--- src/pkg/pag_defines.svh ---
// Purpose: Offsets, field positions, widths and codes of the PWM action generator.
// Assumes: Included by its bare name.
// Notes: Byte addresses on a 32-bit classic Wishbone slave.
`ifndef PAG_DEFINES_SVH
`define PAG_DEFINES_SVH
`define PAG_CNT_W 16
`define PAG_ADR_W 5
`define PAG_OFF_CMPA 5'h00
`define PAG_OFF_CMPB 5'h04
`define PAG_OFF_ACTA 5'h08
`define PAG_OFF_ACTB 5'h0C
`define PAG_OFF_UPD 5'h10
`define PAG_OFF_TRIG 5'h14
`define PAG_OFF_FORCE 5'h18
`define PAG_OFF_STAT 5'h1C
`define PAG_UPD_GFU 4
`define PAG_FRC_OSGO 0
`define PAG_FRC_OSACT 2
`define PAG_FRC_HEN 6
`define PAG_FRC_HLVL 8
`define PAG_FRC_HEVT 10
`define PAG_FRC_HSEL 11
`define PAG_ACT_HOLD 2'h0
`define PAG_ACT_CLR 2'h1
`define PAG_ACT_SET 2'h2
`define PAG_ACT_TOG 2'h3
`define PAG_UPD_IMM 2'h0
`define PAG_UPD_ZERO 2'h1
`define PAG_UPD_PER 2'h2
`define PAG_UPD_SYNC 2'h3
`define PAG_MODE_UP 2'h0
`define PAG_MODE_DOWN 2'h1
`define PAG_MODE_UD 2'h2
`define PAG_EV_UZ 0
`define PAG_EV_UP 1
`define PAG_EV_UA 2
`define PAG_EV_UB 3
`define PAG_EV_UT0 4
`define PAG_EV_UT1 5
`define PAG_EV_DZ 6
`define PAG_EV_DP 7
`define PAG_EV_DA 8
`define PAG_EV_DB 9
`define PAG_EV_DT0 10
`define PAG_EV_DT1 11
`endif

--- src/pkg/pag_pkg.sv ---
// Purpose: Types shared by the PWM action generator and its bench.
// Assumes: pag_defines.svh sets the widths.
// Notes: Structs carry the bus request and the timer reference.
`include "pag_defines.svh"
package pag_pkg;
	typedef struct packed {
		logic cyc;
		logic stb;
		logic we;
		logic [3:0] sel;
		logic [`PAG_ADR_W-1:0] adr;
		logic [31:0] dat;
	} pag_wb_req_t;
	typedef struct packed {
		logic [`PAG_CNT_W-1:0] cnt;
		logic [`PAG_CNT_W-1:0] period;
		logic dir_down;
		logic [1:0] mode;
		logic tick;
	} pag_timer_t;
endpackage

--- src/core/pag_top.sv ---
// Purpose: Action generator of one PWM operator, driving pwm_out_a and pwm_out_b.
// Assumes: Timer, trigger and sync inputs come from logic on clk_i; registers over classic Wishbone.
// Notes: Action codes are hold, clear, set, toggle; outputs feed the dead-time generator.
// Overview of operation
// - Up-down mode: period events only down, zero events only up.
// - Compare above period never raises compare events.
// - Up-count priority: force, period, t0, t1, B, A, zero.
// - Down-count priority: force, zero, t0, t1, B, A, period.
// - Up mode: period event precedes zero by one.
// - Down mode: zero event precedes period by one.
// - Events qualified by counting direction, except period and zero in up-down mode.
// - Actions: set high, clear low, toggle.
// - No-action leaves outputs; events still reported.
// - Separate action sets per output, any event.
// - Trigger sources chosen independently of trip setup.
// - Software force outranks events, ignores direction.
// - One-time force acts at once, events resume.
// - Held force holds until released; trigger selectable.
// - Forcing enabled per output separately.
// - Symmetric waveform: set on up-A, clear on down-A.
// - Compare events: count equals A or B, per direction.
// - Compares and actions shadowed, copied at update.
// - Update at zero, period, sync, immediately, or global.
`timescale 1ns/1ns
`include "pag_defines.svh"
module pag_top (
	input wire logic clk_i,
	input wire logic rst_i,
	input wire pag_pkg::pag_wb_req_t wb_req_i,
	output logic [31:0] wb_dat_o,
	output logic wb_ack_o,
	input wire pag_pkg::pag_timer_t timer_i,
	input wire logic [3:0] trig_src_i,
	input wire logic sync_evt_i,
	output logic pwm_out_a_o,
	output logic pwm_out_b_o,
	output logic [11:0] evt_pulse_o
);
	import pag_pkg::*;
	localparam int ORDER [12] = '{`PAG_EV_UZ, `PAG_EV_UA, `PAG_EV_UB, `PAG_EV_UT1, `PAG_EV_UT0, `PAG_EV_UP,
		`PAG_EV_DP, `PAG_EV_DA, `PAG_EV_DB, `PAG_EV_DT1, `PAG_EV_DT0, `PAG_EV_DZ};

	logic ack_reg;
	logic [31:0] dat_reg;
	logic [`PAG_CNT_W-1:0] sh_cmpa_reg, sh_cmpb_reg, cmpa_reg, cmpb_reg;
	logic [23:0] sh_act_reg [2];
	logic [23:0] act_reg [2];
	logic [1:0] upd_mode_reg;
	logic gfu_reg;
	logic [3:0] trig_cfg_reg;
	logic [14:0] force_reg;
	logic [1:0] os_go_reg;
	logic [1:0] hold_on_reg;
	logic [1:0] out_reg;
	logic [11:0] evt_reg;
	logic [11:0] ev;
	logic wr, rd_ok, upd_now, ud, period_m, zero_m, trig0, trig1, down;
	logic [`PAG_CNT_W-1:0] tmp_cnt;

	function automatic logic [31:0] pag_merge(input logic [31:0] old, input logic [31:0] nw, input logic [3:0] sel);
		logic [31:0] m;
		m = {{8{sel[3]}}, {8{sel[2]}}, {8{sel[1]}}, {8{sel[0]}}};
		return (old & ~m) | (nw & m);
	endfunction

	// Walks from lowest to highest priority so the last hit wins.
	function automatic logic [1:0] pag_pick(input logic [23:0] act, input logic [11:0] evs);
		logic [1:0] r;
		r = `PAG_ACT_HOLD;
		for (int i = 0; i < 12; i++) begin
			if (evs[ORDER[i]]) begin
				r = act[2*ORDER[i] +: 2];
			end
		end
		return r;
	endfunction

	function automatic logic pag_apply(input logic [1:0] code, input logic cur);
		logic r;
		r = cur;
		unique case (code)
			`PAG_ACT_HOLD: r = cur;
			`PAG_ACT_CLR: r = 1'b0;
			`PAG_ACT_SET: r = 1'b1;
			`PAG_ACT_TOG: r = ~cur;
		endcase
		return r;
	endfunction

	assign wr = wb_req_i.cyc & wb_req_i.stb & wb_req_i.we & ~ack_reg;
	assign tmp_cnt = timer_i.cnt;
	assign ud = (timer_i.mode == `PAG_MODE_UD);
	assign period_m = timer_i.tick & (tmp_cnt == timer_i.period);
	assign zero_m = timer_i.tick & (tmp_cnt == '0);
	// Trip inputs feed triggers straight; the fault handler's own setup is not consulted.
	assign trig0 = trig_src_i[trig_cfg_reg[1:0]];
	assign trig1 = trig_src_i[trig_cfg_reg[3:2]];
	assign down = timer_i.dir_down;

	always_comb begin
		ev = '0;
		// In up-down mode the timer turns at period and at zero, so those ends are forced to one direction.
		ev[`PAG_EV_UP] = period_m & ~down & ~ud;
		ev[`PAG_EV_DP] = period_m & (down | ud);
		ev[`PAG_EV_UZ] = zero_m & (~down | ud);
		ev[`PAG_EV_DZ] = zero_m & down & ~ud;
		ev[`PAG_EV_UA] = timer_i.tick & ~down & (tmp_cnt == cmpa_reg) & (cmpa_reg <= timer_i.period);
		ev[`PAG_EV_UB] = timer_i.tick & ~down & (tmp_cnt == cmpb_reg) & (cmpb_reg <= timer_i.period);
		ev[`PAG_EV_DA] = timer_i.tick & down & (tmp_cnt == cmpa_reg) & (cmpa_reg <= timer_i.period);
		ev[`PAG_EV_DB] = timer_i.tick & down & (tmp_cnt == cmpb_reg) & (cmpb_reg <= timer_i.period);
		ev[`PAG_EV_UT0] = trig0 & ~down;
		ev[`PAG_EV_UT1] = trig1 & ~down;
		ev[`PAG_EV_DT0] = trig0 & down;
		ev[`PAG_EV_DT1] = trig1 & down;
	end

	always_comb begin
		unique case (upd_mode_reg)
			`PAG_UPD_IMM: upd_now = 1'b1;
			`PAG_UPD_ZERO: upd_now = zero_m;
			`PAG_UPD_PER: upd_now = period_m;
			`PAG_UPD_SYNC: upd_now = sync_evt_i;
		endcase
		upd_now = upd_now | gfu_reg;
	end

	always_ff @(posedge clk_i) begin
		if (rst_i) begin
			ack_reg <= 1'b0;
		end else begin
			ack_reg <= wb_req_i.cyc & wb_req_i.stb & ~ack_reg;
		end
	end

	always_comb begin
		rd_ok = 1'b1;
		unique case (wb_req_i.adr)
			`PAG_OFF_CMPA, `PAG_OFF_CMPB, `PAG_OFF_ACTA, `PAG_OFF_ACTB, `PAG_OFF_UPD, `PAG_OFF_TRIG,
			`PAG_OFF_FORCE, `PAG_OFF_STAT: rd_ok = 1'b1;
			default: rd_ok = 1'b0;
		endcase
	end

	always_ff @(posedge clk_i) begin
		if (rst_i) begin
			dat_reg <= 32'h0;
		end else if (wb_req_i.cyc & wb_req_i.stb & ~ack_reg) begin
			dat_reg <= 32'h0;
			if (rd_ok) begin
				unique case (wb_req_i.adr)
					`PAG_OFF_CMPA: dat_reg <= 32'(sh_cmpa_reg);
					`PAG_OFF_CMPB: dat_reg <= 32'(sh_cmpb_reg);
					`PAG_OFF_ACTA: dat_reg <= 32'(sh_act_reg[0]);
					`PAG_OFF_ACTB: dat_reg <= 32'(sh_act_reg[1]);
					`PAG_OFF_UPD: dat_reg <= 32'(upd_mode_reg);
					`PAG_OFF_TRIG: dat_reg <= 32'(trig_cfg_reg);
					`PAG_OFF_FORCE: dat_reg <= 32'(force_reg);
					`PAG_OFF_STAT: dat_reg <= 32'({hold_on_reg, down, out_reg});
					default: dat_reg <= 32'h0;
				endcase
			end
		end
	end

	// Software sees only the shadow copies; the active ones move at the chosen update moment.
	always_ff @(posedge clk_i) begin
		if (rst_i) begin
			sh_cmpa_reg <= '0;
			sh_cmpb_reg <= '0;
			sh_act_reg[0] <= 24'h0;
			sh_act_reg[1] <= 24'h0;
		end else if (wr) begin
			unique case (wb_req_i.adr)
				`PAG_OFF_CMPA: sh_cmpa_reg <= `PAG_CNT_W'(pag_merge(32'(sh_cmpa_reg), wb_req_i.dat, wb_req_i.sel));
				`PAG_OFF_CMPB: sh_cmpb_reg <= `PAG_CNT_W'(pag_merge(32'(sh_cmpb_reg), wb_req_i.dat, wb_req_i.sel));
				`PAG_OFF_ACTA: sh_act_reg[0] <= 24'(pag_merge(32'(sh_act_reg[0]), wb_req_i.dat, wb_req_i.sel));
				`PAG_OFF_ACTB: sh_act_reg[1] <= 24'(pag_merge(32'(sh_act_reg[1]), wb_req_i.dat, wb_req_i.sel));
				default: sh_cmpa_reg <= sh_cmpa_reg;
			endcase
		end
	end

	always_ff @(posedge clk_i) begin
		if (rst_i) begin
			cmpa_reg <= '0;
			cmpb_reg <= '0;
			act_reg[0] <= 24'h0;
			act_reg[1] <= 24'h0;
		end else if (upd_now) begin
			cmpa_reg <= sh_cmpa_reg;
			cmpb_reg <= sh_cmpb_reg;
			act_reg[0] <= sh_act_reg[0];
			act_reg[1] <= sh_act_reg[1];
		end
	end

	always_ff @(posedge clk_i) begin
		if (rst_i) begin
			upd_mode_reg <= `PAG_UPD_IMM;
			gfu_reg <= 1'b0;
			trig_cfg_reg <= 4'h0;
		end else begin
			gfu_reg <= wr & (wb_req_i.adr == `PAG_OFF_UPD) & wb_req_i.sel[0] & wb_req_i.dat[`PAG_UPD_GFU];
			if (wr & (wb_req_i.adr == `PAG_OFF_UPD) & wb_req_i.sel[0]) begin
				upd_mode_reg <= wb_req_i.dat[1:0];
			end
			if (wr & (wb_req_i.adr == `PAG_OFF_TRIG) & wb_req_i.sel[0]) begin
				trig_cfg_reg <= wb_req_i.dat[3:0];
			end
		end
	end

	// The one-time go bits are not stored; writing them only fires a single pulse.
	always_ff @(posedge clk_i) begin
		if (rst_i) begin
			force_reg <= 15'h0;
			os_go_reg <= 2'h0;
		end else begin
			os_go_reg <= 2'h0;
			if (wr & (wb_req_i.adr == `PAG_OFF_FORCE)) begin
				force_reg <= 15'(pag_merge(32'(force_reg), wb_req_i.dat, wb_req_i.sel)) & 15'h7FFC;
				if (wb_req_i.sel[0]) begin
					os_go_reg <= wb_req_i.dat[`PAG_FRC_OSGO +: 2];
				end
			end
		end
	end

	always_ff @(posedge clk_i) begin
		if (rst_i) begin
			evt_reg <= 12'h0;
		end else begin
			evt_reg <= ev;
		end
	end

	generate
		for (genvar k = 0; k < 2; k++) begin : g_out
			always_ff @(posedge clk_i) begin
				if (rst_i) begin
					hold_on_reg[k] <= 1'b0;
				end else if (!force_reg[`PAG_FRC_HEN + k]) begin
					hold_on_reg[k] <= 1'b0;
				end else if (!force_reg[`PAG_FRC_HEVT] || ev[force_reg[`PAG_FRC_HSEL +: 4]]) begin
					hold_on_reg[k] <= 1'b1;
				end
			end

			// Force is checked before any event and without looking at the direction.
			always_ff @(posedge clk_i) begin
				if (rst_i) begin
					out_reg[k] <= 1'b0;
				end else if (hold_on_reg[k]) begin
					out_reg[k] <= force_reg[`PAG_FRC_HLVL + k];
				end else if (os_go_reg[k]) begin
					out_reg[k] <= pag_apply(force_reg[`PAG_FRC_OSACT + 2*k +: 2], out_reg[k]);
				end else begin
					out_reg[k] <= pag_apply(pag_pick(act_reg[k], ev), out_reg[k]);
				end
			end
		end
	endgenerate

	assign wb_ack_o = ack_reg;
	assign wb_dat_o = dat_reg;
	assign pwm_out_a_o = out_reg[0];
	assign pwm_out_b_o = out_reg[1];
	assign evt_pulse_o = evt_reg;

	ud_no_up_a: assert property (@(posedge clk_i) disable iff (rst_i)
		ud |-> !ev[`PAG_EV_UP] && !ev[`PAG_EV_DZ]) else $error("Up-down mode raised a forbidden event.");
	cmp_range_a: assert property (@(posedge clk_i) disable iff (rst_i)
		((cmpa_reg > timer_i.period) |-> !ev[`PAG_EV_UA] && !ev[`PAG_EV_DA])
		and ((cmpb_reg > timer_i.period) |-> !ev[`PAG_EV_UB] && !ev[`PAG_EV_DB]))
		else $error("Compare out of range fired.");
	up_prio_a: assert property (@(posedge clk_i) disable iff (rst_i)
		ev[`PAG_EV_UP] && ev[`PAG_EV_UA] && !hold_on_reg[0] && !os_go_reg[0] && act_reg[0][2*`PAG_EV_UP +: 2] == `PAG_ACT_SET
		|=> pwm_out_a_o) else $error("Up period did not win.");
	dn_prio_a: assert property (@(posedge clk_i) disable iff (rst_i)
		ev[`PAG_EV_DZ] && ev[`PAG_EV_DA] && !hold_on_reg[0] && !os_go_reg[0]
		&& act_reg[0][2*`PAG_EV_DZ +: 2] == `PAG_ACT_CLR |=> !pwm_out_a_o) else $error("Down zero did not win.");
	up_apart_a: assert property (@(posedge clk_i) disable iff (rst_i)
		ev[`PAG_EV_UP] |-> !ev[`PAG_EV_UZ]) else $error("Up period and up zero coincide.");
	dn_apart_a: assert property (@(posedge clk_i) disable iff (rst_i)
		ev[`PAG_EV_DZ] |-> !ev[`PAG_EV_DP]) else $error("Down zero and down period coincide.");
	dir_qual_a: assert property (@(posedge clk_i) disable iff (rst_i)
		(ev[`PAG_EV_UA] || ev[`PAG_EV_UT0]) |-> !down) else $error("Up event while counting down.");
	hold_lvl_a: assert property (@(posedge clk_i) disable iff (rst_i)
		hold_on_reg[1] |=> pwm_out_b_o == $past(force_reg[`PAG_FRC_HLVL + 1])) else $error("Held force lost on B.");
	os_force_a: assert property (@(posedge clk_i) disable iff (rst_i)
		os_go_reg[0] && !hold_on_reg[0] && force_reg[`PAG_FRC_OSACT +: 2] == `PAG_ACT_CLR |=> !pwm_out_a_o)
		else $error("One-time force missed on A.");
	shadow_hold_a: assert property (@(posedge clk_i) disable iff (rst_i)
		!upd_now |=> cmpa_reg == $past(cmpa_reg)) else $error("Active compare moved without update.");
endmodule

--- config.mk ---
export PLATFORM = sky130hd
export DESIGN_NAME = pag_top
export DESIGN_NICKNAME = d
export VERILOG_FILES = /design/src/pkg/pag_pkg.sv /design/src/core/pag_top.sv
export VERILOG_INCLUDE_DIRS = /design/src /design/src/pkg
export SDC_FILE = /design/constraint.sdc
export NUM_CORES = 1
export LEC_CHECK = 0
export BUFFER_PORTS_ARGS = -buffer_cell sky130_fd_sc_hd__buf_2
export CORE_ASPECT_RATIO = 1.5
export CORE_MARGIN = 3
export CORE_UTILIZATION = 63
export DETAILED_ROUTE_END_ITERATION = 8
export HOLD_SLACK_MARGIN = 0.06
export PLACE_DENSITY = 0.85
export RECOVER_POWER = 25
export SYNTH_ARGS = -nofsm -noshare
export SYNTH_HDL_FRONTEND = slang
export SYNTH_SLANG_ARGS = --single-unit
--- constraint.sdc ---
create_clock -name clk_i -period 8.5 [get_ports clk_i]
set_clock_uncertainty 0.05 [all_clocks]
set_input_delay 0.425 -clock clk_i [delete_from_list [all_inputs] [get_ports clk_i]]
set_output_delay 0.425 -clock clk_i [all_outputs]
set_load 0.02 [all_outputs]
==> results of run 1 <==
==> worst register-to-register path, cell delays in order (launching register included) <==
cell and delay, ps:
dfxtp_1 410, ha_1 300, nand4_1 190, nor4_1 120, a21boi_1 180, or4b_1 560
a21oi_4 490, nand2_1 340, mux4_2 510, nor2_1 100, nand2_1 60, o211ai_1 290
o211a_1 210
==> layer usage <==
| layer | wire, um | up-vias | GRT usage (%) |
|---|---|---|---|
| li1 | - | 4393 | - |
| met4 | 2100 | 0 | 19.6 |
| met3 | 2370 | 130 | 4.64 |
| met5 | 0 | - | 0 |
| met2 | 16800 | 499 | 57.9 |
| met1 | 11800 | 4501 | 38.0 |
==> logic make-up after synthesis <==
kind of cell | count (synthesis) | synth area share, %
buffers and inverters | 101 | 3.73
flip-flops | 223 | 47.4
AND/OR/NAND/NOR | 464 | 20.4
other | 1 | 0.0328
AO/OA/AOI/OAI | 224 | 12.6
adder cells (fa/ha/maj) | 32 | 3.50
XOR/XNOR | 48 | 3.67
multiplexers | 91 | 8.71
==> worst paths after layout <==
path         slack, ps                       from                           to  cells past startpoint
max               4210               wb_req_i[34]                         flop                      7
min                180                wb_req_i[5]                         flop                      3
max reg2reg       4670  cmpb_reg[11]$_SDFFE_PP0P_  hold_on_reg[0]$_SDFFE_PP0P_                     12
min reg2reg        430                       flop                         flop                      2
==> area by class of cell <==
| cell class | count | area (um2) |
|---|---|---|
| inverters | 23 | 86.3 |
| well taps | 213 | 267 |
| multi-input cells | 867 | 5660 |
| repair buffers | 129 | 617 |
| flip-flops and latches | 223 | 5430 |
| clock buffers | 27 | 572 |
| fillers | 1370 | 4890 |
| clock inverters | 10 | 50.0 |
| diodes | 1 | 2.50 |
==> power breakdown <==
part | total [W] | internal [W] | leakage, nW | switching [W]
clock | 0.000866 | 0.000475 | 0.312 | 0.000391
combinational | 0.000198 | 0.0000666 | 2.65 | 0.000132
sequential | 0.00116 | 0.00114 | 2.09 | 0.0000173
total | 0.00222 | 0.00168 | 5.05 | 0.000540
==> placed cells by master, fill, tap and decap left out, types with 48 or more instances in the layout <==
cell and n:
edfxtp_1 96, nand2b_1 58, a21oi_1 108, buf_2 73, clkbuf_1 48, and2_1 55
mux2i_1 76, nand2_1 103, nor2_1 118, dfxtp_1 127
==> through the flow <==
| step | worst slack [ps] | utilization [%] | cell area, um2 | instances |
|---|---|---|---|---|
| 2_1_floorplan | 4610 | - | 11500 | 1191 |
| 3_3_place_gp | 4520 | 69.0 | 12100 | 1455 |
| 3_5_place_dp | 4510 | 69.0 | 12100 | 1455 |
| 4_1_cts | 4730 | 72.6 | 12800 | 1492 |
| 5_1_grt | 3890 | 72.1 | 12700 | 1493 |
| 6_report | 4210 | 72.1 | 12700 | 1493 |
==> qor.txt, run 1 <==
Peak supply drop - 0.211 mV
Post-Synthesis Cells - 1,184
Via density per instance - 6.38
Clk root buf - clkbuf_16
Post-CTS setup buffers - 0
Number of synthesized flops with an enable pin - 96
Pre-antenna DRT Iters - 7
Area grow syn2layout - 10.7%
Final-report hold violation count - 0
Total gr overflow - 0
Clk Latency, worst-skew pair - 500 ps
Final TNS setup - 0 ps
Post-synth top area cell - edfxtp_1
CTS tree - done
Initial Utilization - 65.2%
Fmax - 0.233 GHz
Total number of vias - 9,523
Worst Tran Pin Value - 2210 ps
Site Rows - 59
HPWL after DPL - 24,000 um
Max Slew Vio Count - 43
Netlist Area Pre-Place - 11,400 um2
Final setup viols - 0
Final total power - 0.00222 W
Reg clk slew, reported paths - 60 ps
RSZ-0062 raised after global routing - false
Req. time, crit path - 8800 ps
Core ar. - 17,600 um2
First-pass GRT wire length - 50,400 um
Register bit total from synthesis - 223
Crit path max-delay cell type - clkbuf_1
Post-cts repair resize count - 0
Initial DRC Count - 986
CP peak stage delay - 1540 ps
Num CTS Buffers - 21
Port Buf Inserts - 116
Routed Antenna Nets - 0
Hold Crit Class - input port to flop
CP top delay family - buffers and inverters
Power density cells - 175 nW/um2
Worst slew margin relative to its limit - -47.6%
Die area - 19,900 um2
Synth Warn # - 0
Share of cells above drive strength 1 - 11.3%
IO Pins - 134
Critical path, cell by cell - clkbuf_1 -> nand2b_1 -> nor4_1 -> clkbuf_1 -> nand4_1 -> mux2i_1 -> nor2_1
Vias in the first global route - 9,455
GPL Wtd Cong - 1.06
DRC viols - 0
Most frequent cell after synthesis - dfxtp_1
# clock sinks - 223
Most frequently used flop master after synthesis - dfxtp_1
Critical Path AT - 4590 ps
Crit path max fanout - 33
Synth unique cells - 71
H-tree depth - 1
Startpoint class of the critical path - input port
Die Y - 171 um
Post-synthesis sequential area ratio - 47.4%
Final Cycle Share - 50.4%
Pin count of the biggest net entering global routing - 66
Synth top area cells - edfxtp_1 (25%), dfxtp_1 (22%), mux2i_1 (6.6%)
Crit path top cell by count - clkbuf_1
Share of synthesized registers carrying an async set or reset - 0%
Total track usage - 33.1%
Critical path type - input port to flop
Synthesized area per cell - 9.67 um2
Nets - 1,384
Status - finished with violations
Die X - 116 um
Total leakage power - 5.05 nW
Commonest cells post-synth - dfxtp_1 (127), nor2_1 (119), a21oi_1 (108)
Top-area cell type share of the netlist area - 25.2%
Failing checks - capacitance limit, slew limit
Drt wl/cell - 22.2 um
Worst Path Buf+Inv - 2
Clock Path Buffers - 3
Fin Hold WS - 177 ps
Drt total wl - 33,100 um
Tmin final - 4290 ps
Post-CTS Hold Fix Bufs - 0
Setup crit end kind - flop
Initial antenna violation count - 1
Max Cap Viol - 2
Note: power is estimated with default switching activity, not from simulation.
==> run 2, diff against run 1 <==
Settings changed: CORE_UTILIZATION 63 to 59, PLACE_DENSITY 0.85 to 0.81.
Clock period 8.5 ns to 4.2 ns, I/O delays scaled along.
==> qor.txt, run 2 (synthesis results as in run 1) <==
Status - finished with violations
Failing checks - capacitance limit, slew limit
H-tree depth - 1 (unchanged)
Int Pwr - 0.00363 W (+120%)
Final TNS setup - 0 ps (unchanged)
Nets - 1,418 (+2.5%)
Pin count of the biggest net entering global routing - 61 (-7.6%)
Routed met2 length - 17,800 um (+6.0%)
Core ar. - 18,800 um2 (+6.9%)
Die area - 21,100 um2 (+6.5%)
Met3 wire length - 2080 um (-12%)
Power density cells - 363 nW/um2 (+110%)
Fill cell count - 1,496 (+9.2%)
Most common cell after layout, fill and taps aside - dfxtp_1
Routed Antenna Nets - 0 (unchanged)
Initial DRC Count - 980 (-0.61%)
Fin Hold WS - 134 ps (-43.5 ps)
DRC viols - 0 (unchanged)
Util after Layout - 70.1% (-2.1 points)
Share of cells above drive strength 1 - 11.9% (+0.60 points)
Reg power frac - 49.0% (-3.1 points)
HPWL after DPL - 25,000 um (+4.3%)
Req. time, crit path - 4340 ps (-4460 ps)
Total gr overflow - 0 (unchanged)
Placed cell area - 12,200 um2 (+0.88%)
Most frequent cells in the layout - dfxtp_1 (127), nor2_1 (118), a21oi_1 (108)
RSZ-0062 raised after global routing - false
Vias in the first global route - 9,853 (+4.2%)
Total number of vias - 9,753 (+2.4%)
Clk Latency, worst-skew pair - 510 ps (about the same)
Reg clk slew, reported paths - 70 ps (about the same)
GPL Wtd Cong - 1.02 (-4.7%)
Startpoint class of the critical path - flop
Final-report hold violation count - 0 (unchanged)
Post-cts repair resize count - 0 (unchanged)
Final setup viols - 0 (unchanged)
Crit path max-delay cell type - o31ai_1
Num CTS Buffers - 22 (+4.8%)
Critical path, cell by cell - nor2_1 -> clkbuf_2 -> nand2_1 -> o31ai_1 -> buf_4
Port Buf Inserts - 116 (unchanged)
Hold Crit Class - input port to flop
Switch share - 24.0% (-0.31 points)
Site Rows - 61 (+3.4%)
Worst Path Buf+Inv - 2 (unchanged)
Critical Path AT - 3880 ps (-710 ps)
Top layer in use - met4
# clock sinks - 223 (unchanged)
Switching power - 0.00115 W (+110%)
Worst slew margin relative to its limit - -76.5% (-29 points)
Peak supply drop - 0.382 mV (+81%)
Sequential cell area - 5430 um2 (unchanged)
Crit path max fanout - 30 (-9.1%)
Die X - 120 um (+3.2%)
Die Y - 177 um (+3.2%)
Post-CTS Hold Fix Bufs - 26 (+26)
Clk pwr share - 42.0% (+3.0 points)
Clk root buf - clkbuf_16
DRT met1 WL - 12,700 um (+7.2%)
Total track usage - 32.7% (-0.44 points)
Post-CTS setup buffers - 0 (unchanged)
Via density per instance - 6.22 (-2.5%)
CP peak stage delay - 1610 ps (+70 ps)
Area of the multi-input gates - 5640 um2 (-0.27%)
Final Cycle Share - 89.0%
Setup crit end kind - flop
CP top delay family - compound AO/OA/AOI/OAI gates
Design Area, Final - 13,200 um2 (+3.8%)
Gate power share - 9.0% (about the same)
First-pass GRT wire length - 53,800 um (+6.7%)
Final total power - 0.00477 W (+110%)
Area grow syn2layout - 14.9%
Total leakage power - 5.25 nW (+4.0%)
Max Slew Vio Count - 107 (+150%)
Clock Path Buffers - 3 (unchanged)
Initial Utilization - 61.0% (-4.2 points)
Critical path type - flop to flop
Pre-antenna DRT Iters - 6 (-1)
Drt wl/cell - 22.2 um (+0.19%)
Worst Tran Pin Value - 2650 ps (+434 ps)
IO Pins - 134 (unchanged)
Drt total wl - 34,800 um (+5.2%)
Max Cap Viol - 3 (+1)
Initial antenna violation count - 0 (-1)
CTS tree - done
Fmax - 0.267 GHz
Tmin final - 3740 ps
run 2: cell count changes in the layout (fill, tap and decap cells not counted), sizes merged:
cell,change
dlygate4sd3,+26
clkbuf,+8
clkinv,-7
buf,+5
inv,+3
clkinvlp,+1
run 2: area by class of cell:
cell class                      instances  share of cell area, %
Clock inverter                          7                  0.352
Multi-Input combinational cell        867                   42.9
Sequential cell                       223                   41.2
Timing Repair Buffer                  162                   7.10
Inverter                               23                  0.656
Clock buffer                           33                   5.36
Tap cell                              252                   2.40
Antenna cell                            1                 0.0190
run 2: worst paths after layout:
path                                          start                             end  slack (ps)  depth (start not counted)
worst max register to register  wb_ack_o$_SDFF_PP0_  sh_act_reg[0][1]$_SDFFCE_PN0P_         460                          5
worst min register to register                 flop                            flop         430                          2
worst min-delay path                   wb_req_i[32]              gfu_reg$_SDFF_PP0_         130                          4
worst max-delay path            wb_ack_o$_SDFF_PP0_  sh_act_reg[0][1]$_SDFFCE_PN0P_         460                          5
run 2: power groups by stage:
stage | Sequential (W) | Clock [W] | Combinational [W]
final | 0.00234 | 0.00200 | 0.000429
after global routing | 0.00234 | 0.00211 | 0.000459
after CTS | 0.00234 | 0.00203 | 0.000426
after detailed placement | 0.00238 | 0 | 0.000404
after global placement | 0.00238 | 0 | 0.000398
after floorplan | 0.00239 | 0 | 0.000233
run 2: layer usage:
layer	vias up	track usage (%)
met5	-	0
met4	0	18.8
met3	142	3.58
met2	486	58.4
met1	4653	37.7
li1	4472	-
run 2: tightest hold or removal path: cells and delay by family:
family / cells / cell delay, ps
buffers and inverters: 1 / 110
AND/OR/NAND/NOR: 3 / 320
run 2: through the flow:
step / instances / worst slack, ps
2_1_floorplan: 1191 / 374
3_3_place_gp: 1501 / 657
3_5_place_dp: 1501 / 600
4_1_cts: 1567 / 598
5_1_grt: 1567 / 266
6_report: 1568 / 461
==> run 3, diff against run 2 <==
Settings changed: CAP_MARGIN from default to 10, CTS_BUF_LIST from default to sky130_fd_sc_hd__clkbuf_16.
==> qor.txt, run 3 (synthesis results as in run 1) <==
Core ar. - 18,800 um2 (unchanged)
RSZ-0062 raised after global routing - false
Critical Path AT - 3890 ps (about the same)
CTS tree - done
Switching power - 0.00115 W (+0.75%)
Min setup slack post-route - 448 ps (-13.2 ps)
Peak supply drop - 0.352 mV (-7.9%)
Routed Antenna Nets - 0 (unchanged)
Post-cts repair resize count - 0 (unchanged)
Worst Path Buf+Inv - 2 (unchanged)
Reg power frac - 49.9% (+0.9 points)
GPL Wtd Cong - 1.02 (unchanged)
IO Pins - 134 (unchanged)
Fmax - 0.267 GHz (-0.35%)
Worst slack at placement - 600 ps (unchanged)
HPWL after DPL - 25,000 um (unchanged)
Met3 wire length - 2090 um (+0.43%)
Critical path type - flop to flop
H-tree depth - 1 (unchanged)
Fin Hold WS - 128 ps (-5.24 ps)
Clk root buf - clkbuf_16
CP peak stage delay - 1620 ps (about the same)
Initial DRC Count - 1,037 (+5.8%)
Vias in the first global route - 9,926 (+0.74%)
Final-report hold violation count - 0 (unchanged)
Pre-antenna DRT Iters - 6 (unchanged)
Reg clk slew, reported paths - 70 ps (about the same)
Die Y - 177 um (unchanged)
Max Slew Vio Count - 107 (unchanged)
Routed met2 length - 17,700 um (-0.63%)
Worst slew margin relative to its limit - -76.9% (-0.43 points)
Top layer in use - met4
Area grow syn2layout - 14.5%
Die X - 120 um (unchanged)
Clk pwr share - 40.9% (-1.1 points)
Crit path max fanout - 30 (unchanged)
Pin count of the biggest net entering global routing - 61 (unchanged)
Die area - 21,100 um2 (unchanged)
DRC viols - 0 (unchanged)
Port Buf Inserts - 116 (unchanged)
Placed Cells incl. Taps - 1,501 (unchanged)
Gate power share - 9.2% (+0.2 points)
Via density per instance - 6.26 (+0.58%)
CP top delay family - compound AO/OA/AOI/OAI gates
DRT met1 WL - 12,800 um (+0.60%)
Final setup viols - 0 (unchanged)
Most frequent cells in the layout - dfxtp_1 (127), nor2_1 (118), a21oi_1 (108)
Status - finished with violations
Hold Crit Class - input port to flop
Cell Count, Final, Fillers Out - 1,568 (unchanged)
Setup crit end kind - flop
Final Cycle Share - 89.3% (+0.31 points)
Int Pwr - 0.00353 W (-2.7%)
Total gr overflow - 0 (unchanged)
# clock sinks - 223 (unchanged)
Initial antenna violation count - 0 (unchanged)
Share of cells above drive strength 1 - 11.8% (-0.076 points)
Critical path, cell by cell - nor2_1 -> clkbuf_2 -> nand2_1 -> o31ai_1 -> buf_4
Total track usage - 32.7% (+0.068 points)
Failing checks - capacitance limit, slew limit
Req. time, crit path - 4340 ps (about the same)
Clock Path Buffers - 3 (unchanged)
Site Rows - 61 (unchanged)
Worst Tran Pin Value - 2650 ps (+6.50 ps)
Post-CTS setup buffers - 0 (unchanged)
Switch share - 24.6% (+0.64 points)
Power density cells - 357 nW/um2 (-1.5%)
Most common cell after layout, fill and taps aside - dfxtp_1
Tmin final - 3750 ps (+13.2 ps)
Drt wl/cell - 22.3 um (+0.39%)
Placed cell area - 12,200 um2 (unchanged)
Drt total wl - 35,000 um (+0.39%)
Design Area, Final - 13,100 um2 (-0.38%)
First-pass GRT wire length - 53,900 um (+0.14%)
Post-CTS Hold Fix Bufs - 26 (unchanged)
Clk Latency, worst-skew pair - 510 ps (about the same)
Total number of vias - 9,810 (+0.58%)
Num CTS Buffers - 22 (unchanged)
Initial Utilization - 61.0% (unchanged)
Startpoint class of the critical path - flop
Final TNS setup - 0 ps (unchanged)
Total leakage power - 5.25 nW (about the same)
Crit path max-delay cell type - o31ai_1
Max Cap Viol - 3 (unchanged)
Nets - 1,418 (unchanged)
run 3: cell types whose count changed in the layout (fill, tap and decap cells not counted):
cell / previous run / this run
clkbuf_8: 5 / 0
inv_2: 0 / 4
clkbuf_1: 48 / 45
inv_1: 23 / 26
clkinv_1: 0 / 1
run 3: worst min-delay path, delay by kind of cell:
| family | cells | cell delay, ps |
|---|---|---|
| buf+inv | 1 | 110 |
| simple gates | 3 | 320 |
run 3: layout make-up:
class                           instances  area, um2
Inverter                               23       86.3
Sequential cell                       223       5430
Tap cell                              252        315
Timing Repair Buffer                  162        935
Clock inverter                         15       76.3
Clock buffer                           25        626
Multi-Input combinational cell        867       5640
Fill cell                            1500       5670
Antenna cell                            1       2.50
run 3: per-stage QoR:
step           util, %  total power (W)
2_1_floorplan        -          0.00262
3_3_place_gp      65.2          0.00278
3_5_place_dp      65.2          0.00279
4_1_cts           70.3          0.00470
5_1_grt           69.8          0.00481
6_report          69.8          0.00468
run 3: power groups by stage:
stage          Sequential, W  Combinational, W  Clock [W]
2_1_floorplan        0.00239          0.000233          0
3_3_place_gp         0.00238          0.000398          0
3_5_place_dp         0.00238          0.000404          0
4_1_cts              0.00234          0.000426    0.00193
5_1_grt              0.00234          0.000459    0.00201
6_report             0.00234          0.000429    0.00192
run 3: routing by layer:
metal  GRT usage, %  up-vias
li1               -     4472
met1           37.6     4700
met2           57.7      483
met3           4.06      155
met4           20.4        0
met5              0        -
run 3: worst paths after layout:
check	start	endpoint	slack (ps)	cells past startpoint
min reg2reg	flop	flop	430	2
min	wb_req_i[32]	gfu_reg$_SDFF_PP0_	130	4
max reg2reg	wb_ack_o$_SDFF_PP0_	sh_act_reg[0][1]$_SDFFCE_PN0P_	450	5
max	wb_ack_o$_SDFF_PP0_	sh_act_reg[0][1]$_SDFFCE_PN0P_	450	5
